$ cat config.mk
export PLATFORM = sky130hd
export DESIGN_NAME = tplf_ctl
export DESIGN_NICKNAME = d
export VERILOG_FILES = /design/src/design/tplf_pkg.sv /design/src/design/tplf_ctl.sv
export VERILOG_INCLUDE_DIRS = /design/src /design/src/design
export SDC_FILE = /design/constraint.sdc
export NUM_CORES = 1
export LEC_CHECK = 0
export ABC_AREA = 1
export BUFFER_PORTS_ARGS = -buffer_cell sky130_fd_sc_hd__buf_4
export CORE_ASPECT_RATIO = 0.8
export CORE_MARGIN = 5
export CORE_UTILIZATION = 31
export CTS_BUF_LIST = sky130_fd_sc_hd__clkbuf_16
export DETAILED_ROUTE_END_ITERATION = 10
export GPL_ROUTABILITY_DRIVEN = 0
export PLACE_DENSITY = 0.42
export SLEW_MARGIN = 15
export SYNTH_ARGS = -nofsm -noshare
export SYNTH_HDL_FRONTEND = slang
export SYNTH_SLANG_ARGS = --single-unit
export TNS_END_PERCENT = 10
$ cat constraint.sdc
create_clock -name pclk -period 12.1 [get_ports pclk]
set_clock_uncertainty 0.2 [all_clocks]
set_input_delay 1.21 -clock pclk [delete_from_list [all_inputs] [get_ports pclk]]
set_output_delay 1.21 -clock pclk [all_outputs]
set_load 0.02 [all_outputs]
$ cat src/design/tplf_defines.svh
// Register offsets, field positions, reset values and fixed sizes of the
// transport parameter lock and container format control block.
// Assumes a 32-bit APB with byte addresses, one aligned word per register.
`ifndef TPLF_DEFINES_SVH
`define TPLF_DEFINES_SVH

`define TPLF_OFF_LOCK       8'h00
`define TPLF_OFF_GRP_SEL    8'h04
`define TPLF_OFF_GRP_STATE  8'h08
`define TPLF_OFF_WIDTH      8'h0c
`define TPLF_OFF_HEIGHT     8'h10
`define TPLF_OFF_PIX_FMT    8'h14
`define TPLF_OFF_CFG        8'h18
`define TPLF_OFF_CHAN_IDX   8'h1c
`define TPLF_OFF_BYTE_CNT   8'h20
`define TPLF_OFF_FMT_STAT   8'h24
`define TPLF_OFF_HDR_IDX    8'h28
`define TPLF_OFF_HDR_DATA   8'h2c
`define TPLF_OFF_CMD        8'h30
`define TPLF_OFF_STATUS     8'h34

`define TPLF_PIX_BPP_LSB    8
`define TPLF_CFG_LINE_SCAN  0
`define TPLF_CFG_LONG_PL    1
`define TPLF_CFG_MODE_LSB   4
`define TPLF_CFG_TEST_LSB   6
`define TPLF_CFG_HDR_VAR    8
`define TPLF_CMD_CAPTURE    0
`define TPLF_CMD_TRANSFER   1
`define TPLF_CMD_STOP       2

`define TPLF_RST_WIDTH      16'h0280
`define TPLF_RST_HEIGHT     16'h01e0
`define TPLF_RST_PIX_FMT    12'h101
`define TPLF_RST_GRP_STATE  5'h1f

`define TPLF_TRAILER_BYTES  32'h0000_0040
`define TPLF_LONG_BYTES     32'h0000_0400
`define TPLF_HDR_BYTES      32'h0000_0080
`define TPLF_META_BYTES     32'h0000_0100
`define TPLF_HDR_VERSION    16'h0100

`endif

$ cat src/design/tplf_pkg.sv
// Types shared by the transport parameter lock and format control block.
// Assumes the defines header is compiled alongside.
package tplf_pkg;
	typedef enum logic [2:0] {
		TPLF_GRP_FRAME_DIM = 3'h0,
		TPLF_GRP_PIX_ENC   = 3'h1,
		TPLF_GRP_PIX_WIDTH = 3'h2,
		TPLF_GRP_LONG_PL   = 3'h3,
		TPLF_GRP_DEV_SPEC  = 3'h4
	} tplf_group_t;

	typedef enum logic [1:0] {
		TPLF_FMT_OFF  = 2'h0,
		TPLF_FMT_ON   = 2'h1,
		TPLF_FMT_AUTO = 2'h2
	} tplf_fmt_mode_t;

	typedef enum logic [1:0] {
		TPLF_TEST_OFF       = 2'h0,
		TPLF_TEST_MULTIPART = 2'h1,
		TPLF_TEST_CONTAINER = 2'h2
	} tplf_test_sel_t;

	typedef enum logic [2:0] {
		TPLF_ACQ_IDLE      = 3'b001,
		TPLF_ACQ_CAPTURE   = 3'b010,
		TPLF_ACQ_STREAMING = 3'b100
	} tplf_acq_state_t;

	typedef struct packed {
		logic [15:0] width;
		logic [15:0] height;
		logic [11:0] pix_fmt;
	} tplf_image_cfg_t;
endpackage

$ cat src/design/tplf_ctl.sv
// Transport parameter lock, payload byte count and container format control.
// Assumes an APB master on pclk; internal sequencer updates arrive on pclk.
//
// The register offsets and the APB interface to the registers were chosen for this implementation.
`include "tplf_defines.svh"
`timescale 1ns/1ns
`default_nettype none

module tplf_ctl
	import tplf_pkg::*;
#(
	parameter int NUM_CH    = 2,
	parameter int HDR_WORDS = 4
) (
	input  wire logic        pclk,
	input  wire logic        presetn,
	input  wire logic        psel,
	input  wire logic        penable,
	input  wire logic        pwrite,
	input  wire logic [7:0]  paddr,
	input  wire logic [31:0] pwdata,
	output var  logic [31:0] prdata,
	output var  logic        pready,
	output var  logic        pslverr,
	input  wire logic        seq_update,
	input  wire logic [15:0] seq_width,
	input  wire logic [15:0] seq_height,
	output var  logic        capture_active,
	output var  logic        transfer_active,
	output var  logic        container_format_status,
	output var  logic        long_payload_active
);
	localparam int CW = (NUM_CH > 1) ? $clog2(NUM_CH) : 1;
	localparam int HW = (HDR_WORDS > 1) ? $clog2(HDR_WORDS) : 1;

	// Index widths and the header layout are sized for these ranges only
	if (NUM_CH < 1 || NUM_CH > 16 || HDR_WORDS != 4) begin : g_param_check
		$error("tplf_ctl: unsupported NUM_CH or HDR_WORDS");
	end

	logic                 transport_param_lock_q;
	tplf_group_t          lock_group_select_q;
	logic [4:0]           lock_group_state_q;
	tplf_image_cfg_t      img_q;
	logic                 line_scan_q;
	logic                 long_pl_q;
	tplf_fmt_mode_t       container_format_mode_q;
	tplf_test_sel_t       test_payload_format_sel_q;
	logic                 hdr_var_q;
	logic [CW-1:0]        stream_channel_index_q;
	logic [HW-1:0]        hdr_idx_q;
	logic [31:0]          buffer_byte_count_q [NUM_CH];
	logic [31:0]          preliminary_container_header_q [HDR_WORDS];
	logic                 fmt_status_q;
	tplf_acq_state_t      acq_q;
	logic [31:0]          prdata_q;

	// APB phases
	logic setup;
	logic wr_acc;
	logic unmapped;
	logic refuse;
	assign setup  = psel & ~penable;
	assign wr_acc = psel & penable & pwrite;

	logic fd_locked, enc_locked, pw_locked, lp_locked;
	assign fd_locked  = transport_param_lock_q & lock_group_state_q[TPLF_GRP_FRAME_DIM];
	assign enc_locked = transport_param_lock_q & lock_group_state_q[TPLF_GRP_PIX_ENC];
	assign pw_locked  = transport_param_lock_q & lock_group_state_q[TPLF_GRP_PIX_WIDTH];
	assign lp_locked  = transport_param_lock_q & lock_group_state_q[TPLF_GRP_LONG_PL];

	logic [3:0] new_bpp;
	assign new_bpp = pwdata[`TPLF_PIX_BPP_LSB +: 4];

	always_comb begin
		unmapped = 1'b0;
		refuse   = 1'b0;
		case (paddr)
			`TPLF_OFF_LOCK, `TPLF_OFF_HDR_IDX: refuse = 1'b0;
			// selector, state, config frozen under lock; config may still change bits 1:0 with long payload group unlocked
			`TPLF_OFF_GRP_SEL, `TPLF_OFF_GRP_STATE, `TPLF_OFF_CFG:
				refuse = pwrite & transport_param_lock_q & ~(paddr == `TPLF_OFF_CFG
					&& !lp_locked && pwdata[8:4] == {hdr_var_q, test_payload_format_sel_q,
					container_format_mode_q});
			`TPLF_OFF_CHAN_IDX: refuse = 1'b0;
			`TPLF_OFF_WIDTH: refuse = pwrite & fd_locked;
			`TPLF_OFF_HEIGHT: refuse = pwrite & fd_locked & ~line_scan_q;
			// encoding change allowed if pixel width kept and encoding group unlocked
			`TPLF_OFF_PIX_FMT: refuse = pwrite & (enc_locked |
				(pw_locked & (new_bpp != img_q.pix_fmt[`TPLF_PIX_BPP_LSB +: 4])));
			`TPLF_OFF_CMD: refuse = pwrite & ~transport_param_lock_q & (pwdata[1:0] != 2'h0);
			`TPLF_OFF_BYTE_CNT, `TPLF_OFF_FMT_STAT, `TPLF_OFF_HDR_DATA, `TPLF_OFF_STATUS:
				refuse = pwrite;
			default: unmapped = 1'b1;
		endcase
	end

	logic wr_ok;
	// refused write leaves the value alone
	assign wr_ok   = wr_acc & ~refuse & ~unmapped;
	assign pready  = 1'b1;
	assign pslverr = psel & penable & (refuse | unmapped);
	assign prdata  = prdata_q;

	// lock clears at reset; free writes at zero
	always_ff @(posedge pclk or negedge presetn) begin
		if (!presetn) begin
			transport_param_lock_q <= 1'b0;
		end else if (wr_ok && paddr == `TPLF_OFF_LOCK) begin
			transport_param_lock_q <= pwdata[0];
		end
	end

	always_ff @(posedge pclk or negedge presetn) begin
		if (!presetn) begin
			lock_group_select_q <= TPLF_GRP_FRAME_DIM;
			lock_group_state_q  <= `TPLF_RST_GRP_STATE;
		end else if (wr_ok && paddr == `TPLF_OFF_GRP_SEL) begin
			lock_group_select_q <= (pwdata[2:0] > 3'h4) ? TPLF_GRP_DEV_SPEC
				: tplf_group_t'(pwdata[2:0]);
		end else if (wr_ok && paddr == `TPLF_OFF_GRP_STATE) begin
			lock_group_state_q[lock_group_select_q] <= pwdata[0];
		end
	end

	logic seq_blocked;
	// frame dimension group state also stops sequencer changes during capture
	assign seq_blocked = lock_group_state_q[TPLF_GRP_FRAME_DIM] & (acq_q != TPLF_ACQ_IDLE);

	always_ff @(posedge pclk or negedge presetn) begin
		if (!presetn) begin
			img_q.width   <= `TPLF_RST_WIDTH;
			img_q.height  <= `TPLF_RST_HEIGHT;
			img_q.pix_fmt <= `TPLF_RST_PIX_FMT;
		end else if (wr_ok && paddr == `TPLF_OFF_WIDTH) begin
			img_q.width <= pwdata[15:0];
		end else if (wr_ok && paddr == `TPLF_OFF_HEIGHT) begin
			img_q.height <= pwdata[15:0];
		end else if (wr_ok && paddr == `TPLF_OFF_PIX_FMT) begin
			img_q.pix_fmt <= pwdata[11:0];
		end else if (seq_update && !seq_blocked && !fd_locked) begin
			img_q.width  <= seq_width;
			img_q.height <= seq_height;
		end
	end

	always_ff @(posedge pclk or negedge presetn) begin
		if (!presetn) begin
			line_scan_q               <= 1'b0;
			long_pl_q                 <= 1'b0;
			container_format_mode_q   <= TPLF_FMT_OFF;
			test_payload_format_sel_q <= TPLF_TEST_OFF;
			hdr_var_q                 <= 1'b0;
		end else if (wr_ok && paddr == `TPLF_OFF_CFG) begin
			line_scan_q <= pwdata[`TPLF_CFG_LINE_SCAN];
			long_pl_q   <= pwdata[`TPLF_CFG_LONG_PL];
			container_format_mode_q <= (pwdata[5:4] == 2'h3) ? TPLF_FMT_AUTO
				: tplf_fmt_mode_t'(pwdata[`TPLF_CFG_MODE_LSB +: 2]);
			test_payload_format_sel_q <= (pwdata[7:6] == 2'h3) ? TPLF_TEST_OFF
				: tplf_test_sel_t'(pwdata[`TPLF_CFG_TEST_LSB +: 2]);
			hdr_var_q <= pwdata[`TPLF_CFG_HDR_VAR];
		end
	end

	always_ff @(posedge pclk or negedge presetn) begin
		if (!presetn) begin
			stream_channel_index_q <= '0;
			hdr_idx_q              <= '0;
		end else if (wr_ok && paddr == `TPLF_OFF_CHAN_IDX) begin
			stream_channel_index_q <= pwdata[CW-1:0];
		end else if (wr_ok && paddr == `TPLF_OFF_HDR_IDX) begin
			hdr_idx_q <= pwdata[HW-1:0];
		end
	end

	// format selection; test select keeps precedence; auto choice
	logic fmt_d;
	always_comb begin
		case (container_format_mode_q)
			TPLF_FMT_ON:   fmt_d = 1'b1;
			TPLF_FMT_AUTO: fmt_d = long_pl_q;
			default:       fmt_d = 1'b0;
		endcase
		if (test_payload_format_sel_q == TPLF_TEST_CONTAINER) begin
			fmt_d = 1'b1;
		end else if (test_payload_format_sel_q == TPLF_TEST_MULTIPART) begin
			fmt_d = 1'b0;
		end
	end

	// image bytes plus trailer, long payload and header bytes
	logic [35:0] pix_prod;
	logic [31:0] img_bytes;
	assign pix_prod  = img_q.width * img_q.height * img_q.pix_fmt[`TPLF_PIX_BPP_LSB +: 4];
	assign img_bytes = pix_prod[31:0] + `TPLF_TRAILER_BYTES
		+ (long_pl_q ? `TPLF_LONG_BYTES : 32'h0) + (fmt_d ? `TPLF_HDR_BYTES : 32'h0);

	// one count per channel; frozen while locked
	for (genvar c = 0; c < NUM_CH; c++) begin : g_ch
		always_ff @(posedge pclk or negedge presetn) begin
			if (!presetn) begin
				buffer_byte_count_q[c] <= 32'h0;
			end else if (!transport_param_lock_q) begin
				buffer_byte_count_q[c] <= (c == 0) ? img_bytes : `TPLF_META_BYTES;
			end
		end
	end

	// header from live config; frozen with the count; max size
	always_ff @(posedge pclk or negedge presetn) begin
		if (!presetn) begin
			fmt_status_q <= 1'b0;
			for (int i = 0; i < HDR_WORDS; i++) begin
				preliminary_container_header_q[i] <= 32'h0;
			end
		end else if (!transport_param_lock_q) begin
			fmt_status_q <= fmt_d;
			preliminary_container_header_q[0] <= {`TPLF_HDR_VERSION, 8'(NUM_CH), 8'h01};
			preliminary_container_header_q[1] <= img_bytes;
			preliminary_container_header_q[2] <= `TPLF_HDR_BYTES;
			preliminary_container_header_q[3] <= {img_q.width, img_q.height};
		end
	end

	assign container_format_status = fmt_status_q;
	assign long_payload_active     = long_pl_q;

	logic hdr_avail;
	// unavailable when layout varies or no container format
	assign hdr_avail = fmt_status_q & ~hdr_var_q;

	always_ff @(posedge pclk or negedge presetn) begin
		if (!presetn) begin
			acq_q <= TPLF_ACQ_IDLE;
		end else if (wr_ok && paddr == `TPLF_OFF_CMD) begin
			case (acq_q)
				TPLF_ACQ_IDLE: begin
					if (pwdata[`TPLF_CMD_CAPTURE]) begin
						acq_q <= pwdata[`TPLF_CMD_TRANSFER] ? TPLF_ACQ_STREAMING
							: TPLF_ACQ_CAPTURE;
					end
				end
				TPLF_ACQ_CAPTURE: begin
					if (pwdata[`TPLF_CMD_STOP]) begin
						acq_q <= TPLF_ACQ_IDLE;
					end else if (pwdata[`TPLF_CMD_TRANSFER]) begin
						acq_q <= TPLF_ACQ_STREAMING;
					end
				end
				TPLF_ACQ_STREAMING: begin
					if (pwdata[`TPLF_CMD_STOP]) begin
						acq_q <= TPLF_ACQ_IDLE;
					end
				end
				default: acq_q <= TPLF_ACQ_IDLE;
			endcase
		end
	end
	assign capture_active  = (acq_q != TPLF_ACQ_IDLE);
	assign transfer_active = (acq_q == TPLF_ACQ_STREAMING);

	// Read data is captured in the setup cycle so it leaves a flop
	logic [31:0] rd_d;
	always_comb begin
		case (paddr)
			`TPLF_OFF_LOCK:      rd_d = {31'h0, transport_param_lock_q};
			`TPLF_OFF_GRP_SEL:   rd_d = {29'h0, lock_group_select_q};
			`TPLF_OFF_GRP_STATE: rd_d = {31'h0, lock_group_state_q[lock_group_select_q]};
			`TPLF_OFF_WIDTH:     rd_d = {16'h0, img_q.width};
			`TPLF_OFF_HEIGHT:    rd_d = {16'h0, img_q.height};
			`TPLF_OFF_PIX_FMT:   rd_d = {20'h0, img_q.pix_fmt};
			`TPLF_OFF_CFG:       rd_d = {23'h0, hdr_var_q, test_payload_format_sel_q,
				container_format_mode_q, 2'h0, long_pl_q, line_scan_q};
			`TPLF_OFF_CHAN_IDX:  rd_d = 32'(stream_channel_index_q);
			`TPLF_OFF_BYTE_CNT:  rd_d = (32'(stream_channel_index_q) < NUM_CH)
				? buffer_byte_count_q[stream_channel_index_q] : 32'h0;
			`TPLF_OFF_FMT_STAT:  rd_d = {31'h0, fmt_status_q};
			`TPLF_OFF_HDR_IDX:   rd_d = 32'(hdr_idx_q);
			`TPLF_OFF_HDR_DATA:  rd_d = hdr_avail ? preliminary_container_header_q[hdr_idx_q]
				: 32'h0;
			`TPLF_OFF_STATUS:    rd_d = {29'h0, hdr_avail, transfer_active, capture_active};
			default:             rd_d = 32'h0;
		endcase
	end

	always_ff @(posedge pclk or negedge presetn) begin
		if (!presetn) begin
			prdata_q <= 32'h0;
		end else if (setup) begin
			prdata_q <= rd_d;
		end
	end

	// Checks
	lock_refuse_a: assert property (@(posedge pclk) disable iff (!presetn)
		wr_acc && paddr == `TPLF_OFF_WIDTH && fd_locked |-> pslverr ##1 $stable(img_q.width))
		else $error("locked width write not refused");
	free_write_a: assert property (@(posedge pclk) disable iff (!presetn)
		wr_acc && paddr == `TPLF_OFF_WIDTH && !transport_param_lock_q && !pslverr
		|=> img_q.width == $past(pwdata[15:0]))
		else $error("unlocked width write lost");
	line_height_a: assert property (@(posedge pclk) disable iff (!presetn)
		wr_acc && paddr == `TPLF_OFF_HEIGHT && line_scan_q |-> !pslverr)
		else $error("line scan height refused");
	pix_width_a: assert property (@(posedge pclk) disable iff (!presetn)
		wr_acc && paddr == `TPLF_OFF_PIX_FMT && pw_locked && !enc_locked
		&& new_bpp == img_q.pix_fmt[11:8] |-> !pslverr)
		else $error("same width encoding refused");
	count_freeze_a: assert property (@(posedge pclk) disable iff (!presetn)
		transport_param_lock_q && $past(transport_param_lock_q)
		|-> $stable(buffer_byte_count_q[0]))
		else $error("byte count moved under lock");
	hdr_freeze_a: assert property (@(posedge pclk) disable iff (!presetn)
		transport_param_lock_q && $past(transport_param_lock_q)
		|-> $stable(preliminary_container_header_q[1]) && $stable(fmt_status_q))
		else $error("header moved under lock");
	test_prec_a: assert property (@(posedge pclk) disable iff (!presetn)
		!transport_param_lock_q && test_payload_format_sel_q == TPLF_TEST_CONTAINER
		|=> fmt_status_q || transport_param_lock_q)
		else $error("test select lost precedence");
	start_block_a: assert property (@(posedge pclk) disable iff (!presetn)
		!transport_param_lock_q && acq_q == TPLF_ACQ_IDLE |=> acq_q == TPLF_ACQ_IDLE)
		else $error("capture began while unlocked");
	hdr_avail_a: assert property (@(posedge pclk) disable iff (!presetn)
		setup && paddr == `TPLF_OFF_HDR_DATA && hdr_var_q |=> prdata == 32'h0)
		else $error("variable header readable");
	seq_block_a: assert property (@(posedge pclk) disable iff (!presetn)
		seq_update && seq_blocked && !(wr_ok && paddr inside {`TPLF_OFF_WIDTH,
		`TPLF_OFF_HEIGHT}) |=> $stable(img_q.width))
		else $error("sequencer changed locked size");

	lock_cycle_c: cover property (@(posedge pclk) disable iff (!presetn)
		!transport_param_lock_q ##1 transport_param_lock_q ##[1:20] transfer_active);
	refused_c: cover property (@(posedge pclk) disable iff (!presetn)
		pslverr && wr_acc);
	auto_fmt_c: cover property (@(posedge pclk) disable iff (!presetn)
		container_format_mode_q == TPLF_FMT_AUTO && fmt_status_q);
endmodule

`default_nettype wire

==> results.md <==
* Gate power share at around 76%
* Core area at 67300 µm²
* R2R Setup Slk at 2.30 ns
* Status: complete, no violations
* Sw Pwr at 2850 µW
* Netlist cell types at 62
* Seq/Total Area, Yosys at 19.6%
* Routed vias/inst at about 4.7
* Leakage power at 0.0128 µW
* Routed WL per cell at 18.0 µm
* DPL Wire Length at 52.9 mm
* Peak Freq at approximately 100 MHz
* Fin crit share at around four fifths
* CP delay by family, top: adder cells
* CTS H-tree depth at 4
* Synth warn at 0
* Setup violators final at 0
* Worst stage delay on the critical path at 1.08 ns
* IR drop worst, VDD at 0.249 mV
* Max Cap Violations at 0
* Reg2reg end: preliminary_container_header_q[94]$_DFFE_PN0N_
* R2r worst-path depth at 34
* RR Startpoint: img_q[14]$_DFFE_PN0P_
* Total Wirelength at 67.5 mm
* Startpoint Class: flip-flop
* CTS tree: built
* Number of synthesized flops with an enable pin at 0
* PnR Total Power at 4920 µW
* Largest net degree at the start of global routing at 75
* Post-synth ARST share at 100%
* CP max stage cell: dfrtp_1
* Fin nets at 3325
* WP depth at 34
* WP data required at 12.23 ns
* Die Height at 243 µm
* Reg clk slew, reported paths at 0.07 ns
* CP Max Fanout at 19
* Slew Limit Headroom at 19.5%
* Clk Latency, worst-skew pair at 0.46 ns
* Most frequent CP cell: fa_1
* Internal at 2070 µW
* Drt initial violations at 1219
* CP endpoint: preliminary_container_header_q[94]$_DFFE_PN0N_
* Global-route usage over all layers at 18.7%
* CP Launch Point: img_q[14]$_DFFE_PN0P_
* Final hold violations at 0
* Setup TNS at 0 ns
* HP Class: flip-flop to flip-flop
* Part of the power in registers at 12.9%
* Switching Share at 58.0%
* Initial antenna violation count at 0
* Clock power frac at between 10% and 20%
* Post-CTS Setup Bufs at 0
* Synth Instances at about 2800
* Worst Tran Pin Value at about 1.2 ns
* Via count at 17700
* Setup repair after global routing missed its margin: false
* Synth Net Count at around 3300
* Final hold slack at 0.282 ns
* Most used DFF post-synth: dfrtp_1
* Setup crit end kind: flip-flop
* CTS sink cnt at 164
* CTS hold repair buffers at 0
* Starting Density at 31.3%
* Critical Path AT at ~9.9 ns
* Ant diodes at 0
* Die X at 301 µm
* Port bufs at 98
* PwrDens at approximately 210 nW/µm²
* Grt ovf at 0
* Drt drc at 0
* Post-CTS sizing at 0
* Clock tree buffer depth at 2
* Clock period minus worst slack at 9.80 ns
* Post-synthesis register bit count at 164
* Row Count at 85
* Syn_area_per_cell at 7.45 µm²
* Worst Setup Path Type: flip-flop to flip-flop
* Drt pass-1 iters at 6
* Vias in the first global route at 18100
* Num CTS Buffers at 17
* Mapped Area at approximately 21000 µm²
* Clock root cell: clkbuf_16
* Layout cells sized above 1 at approximately 8%
* Final slew viol count at 0
* Area grow syn2layout at 9.76%
* Die area at 73200 µm²
* WP buf/inv at 7
* Post-route ant nets at 0
* Global-route wire length before repair at 107 mm
* Io pins at 116
==> metal layers <==
| metal | track usage (%) | wire length [µm] | vias up |
|---|---|---|---|
| li1 | - | - | 8640 |
| met5 | 0 | 0 | - |
| met2 | 28.4 | 29200 | 332 |
| met1 | 29.0 | 34900 | 8723 |
| met4 | 2.98 | 773 | 0 |
| met3 | 2.06 | 2580 | 46 |
==> cells by family after synthesis <==
group	after synthesis	synth area share, %
XOR/XNOR	33	1.44
multiplexers	7	0.363
buffers and inverters	724	13.1
other	1	0.0178
adder cells (fa/ha/maj)	418	33.9
AND/OR/NAND/NOR	1104	21.4
flip-flops	164	19.6
AO/OA/AOI/OAI	373	10.2
==> sequential cells by signal (all words and copies together), names as in the netlist <==
name,cells
acq_q,3
buffer_byte_count_q,1
container_format_mode_q,2
container_format_status,1
hdr_idx_q,2
hdr_var_q,1
img_q,44
line_scan_q,1
lock_group_select_q,3
lock_group_state_q,5
long_payload_active,1
prdata,32
preliminary_container_header_q,64
stream_channel_index_q,1
test_payload_format_sel_q,2
transport_param_lock_q,1
==> placed cells by master, fill, tap and decap left out, drive strengths merged, types with 16 or more instances in the layout <==
cell | netlist | final
a21oi | 94 | 94
ha | 164 | 164
o21ai | 179 | 179
buf | 35 | 116
clkbuf | 94 | 17
nor3 | 16 | 16
or2 | 20 | 20
o22ai | 33 | 33
a221oi | 19 | 19
nand2 | 760 | 760
inv | 591 | 599
xnor2 | 18 | 18
nor2 | 185 | 185
fa | 253 | 253
dfrtp | 150 | 150
nand3 | 113 | 113
==> final cells by class <==
cell class / instances / area (µm²)
Clock buffer: 17 / 425
Clock inverter: 15 / 141
Fill cell: 7248 / 44200
Inverter: 595 / 2240
Multi-Input combinational cell: 1936 / 14200
Sequential cell: 164 / 4120
Tap cell: 913 / 1140
Timing Repair Buffer: 116 / 875
==> how the worst min path moves through the flow <==
stage                     depth (start not counted)  slack, ns                                              to                                           start
final                                             2       0.28  preliminary_container_header_q[26]$_DFFE_PN0N_  preliminary_container_header_q[26]$_DFFE_PN0N_
after global routing                              2       0.30  preliminary_container_header_q[26]$_DFFE_PN0N_  preliminary_container_header_q[26]$_DFFE_PN0N_
after CTS                                         2       0.28  preliminary_container_header_q[26]$_DFFE_PN0N_  preliminary_container_header_q[26]$_DFFE_PN0N_
after detailed placement                          2       0.27  preliminary_container_header_q[26]$_DFFE_PN0N_  preliminary_container_header_q[26]$_DFFE_PN0N_
after global placement                            2       0.26  preliminary_container_header_q[12]$_DFFE_PN0N_  preliminary_container_header_q[12]$_DFFE_PN0N_
after floorplan                                   2       0.25  preliminary_container_header_q[90]$_DFFE_PN0N_  preliminary_container_header_q[90]$_DFFE_PN0N_
==> worst register-to-register path: cells and delay by family, from the launching register on <==
family	cells	cell delay (ns)
adders and majority gates	11	5.16
AOI/OAI and AO/OA	6	1.15
and+or+nand+nor	9	1.13
DFF	1	1.08
buffers and inverters	7	0.47
xor gates and xnor gates	1	0.47
==> per-stage QoR <==
step / std cells / instance area (µm²) / worst slack [ns] / utilization, %
finish: 3756 / 23100 / 2.30 / 34.3
global route: 3756 / 23100 / 1.74 / 34.3
CTS: 3756 / 23100 / 2.34 / 34.3
detailed placement: 3724 / 22500 / 2.38 / 33.5
global placement: 3724 / 22500 / 2.43 / 33.5
floorplan: 2824 / 21000 / 3.44 / -
==> synth_stat cells, types with 3 or more instances <==
library cell / n / share of area, %
nand2_1: 752 / 13
nor3_1: 14 / 0.33
buf_2: 13 / 0.31
nand3_1: 110 / 2.6
ha_1: 164 / 9.7
o22ai_1: 33 / 0.98
nor2_1: 174 / 3.1
o21a_1: 3 / 0.11
a31oi_1: 10 / 0.30
o21ai_0: 171 / 4.1
clkbuf_1: 94 / 1.7
or2_2: 20 / 0.59
buf_6: 3 / 0.16
nor2_2: 9 / 0.27
buf_1: 17 / 0.30
a2111oi_0: 3 / 0.12
a21o_1: 5 / 0.18
clkinv_1: 4 / 0.071
dfrtp_1: 150 / 18
xor2_1: 14 / 0.58
o221ai_1: 3 / 0.12
a31o_2: 4 / 0.17
dfstp_2: 14 / 1.7
inv_2: 8 / 0.14
xnor2_1: 18 / 0.75
a221oi_1: 19 / 0.79
nand3b_1: 3 / 0.11
fa_1: 253 / 24
mux2_2: 5 / 0.27
inv_1: 582 / 10
a21oi_1: 94 / 2.2
nand2_2: 5 / 0.15
o21ai_1: 7 / 0.17
nand4_1: 6 / 0.18
nand2_4: 3 / 0.16
o21bai_1: 5 / 0.18
==> power by group through the flow <==
| stage | Combinational (µW) | Clock, µW | Sequential [µW] |
|---|---|---|---|
| floorplan | 2610 | 0 | 577 |
| global placement | 3790 | 0 | 644 |
| detailed placement | 3780 | 0 | 644 |
| CTS | 3810 | 550 | 633 |
| global route | 4260 | 571 | 637 |
| finish | 3750 | 536 | 633 |
(Power assumes the default switching activity.)
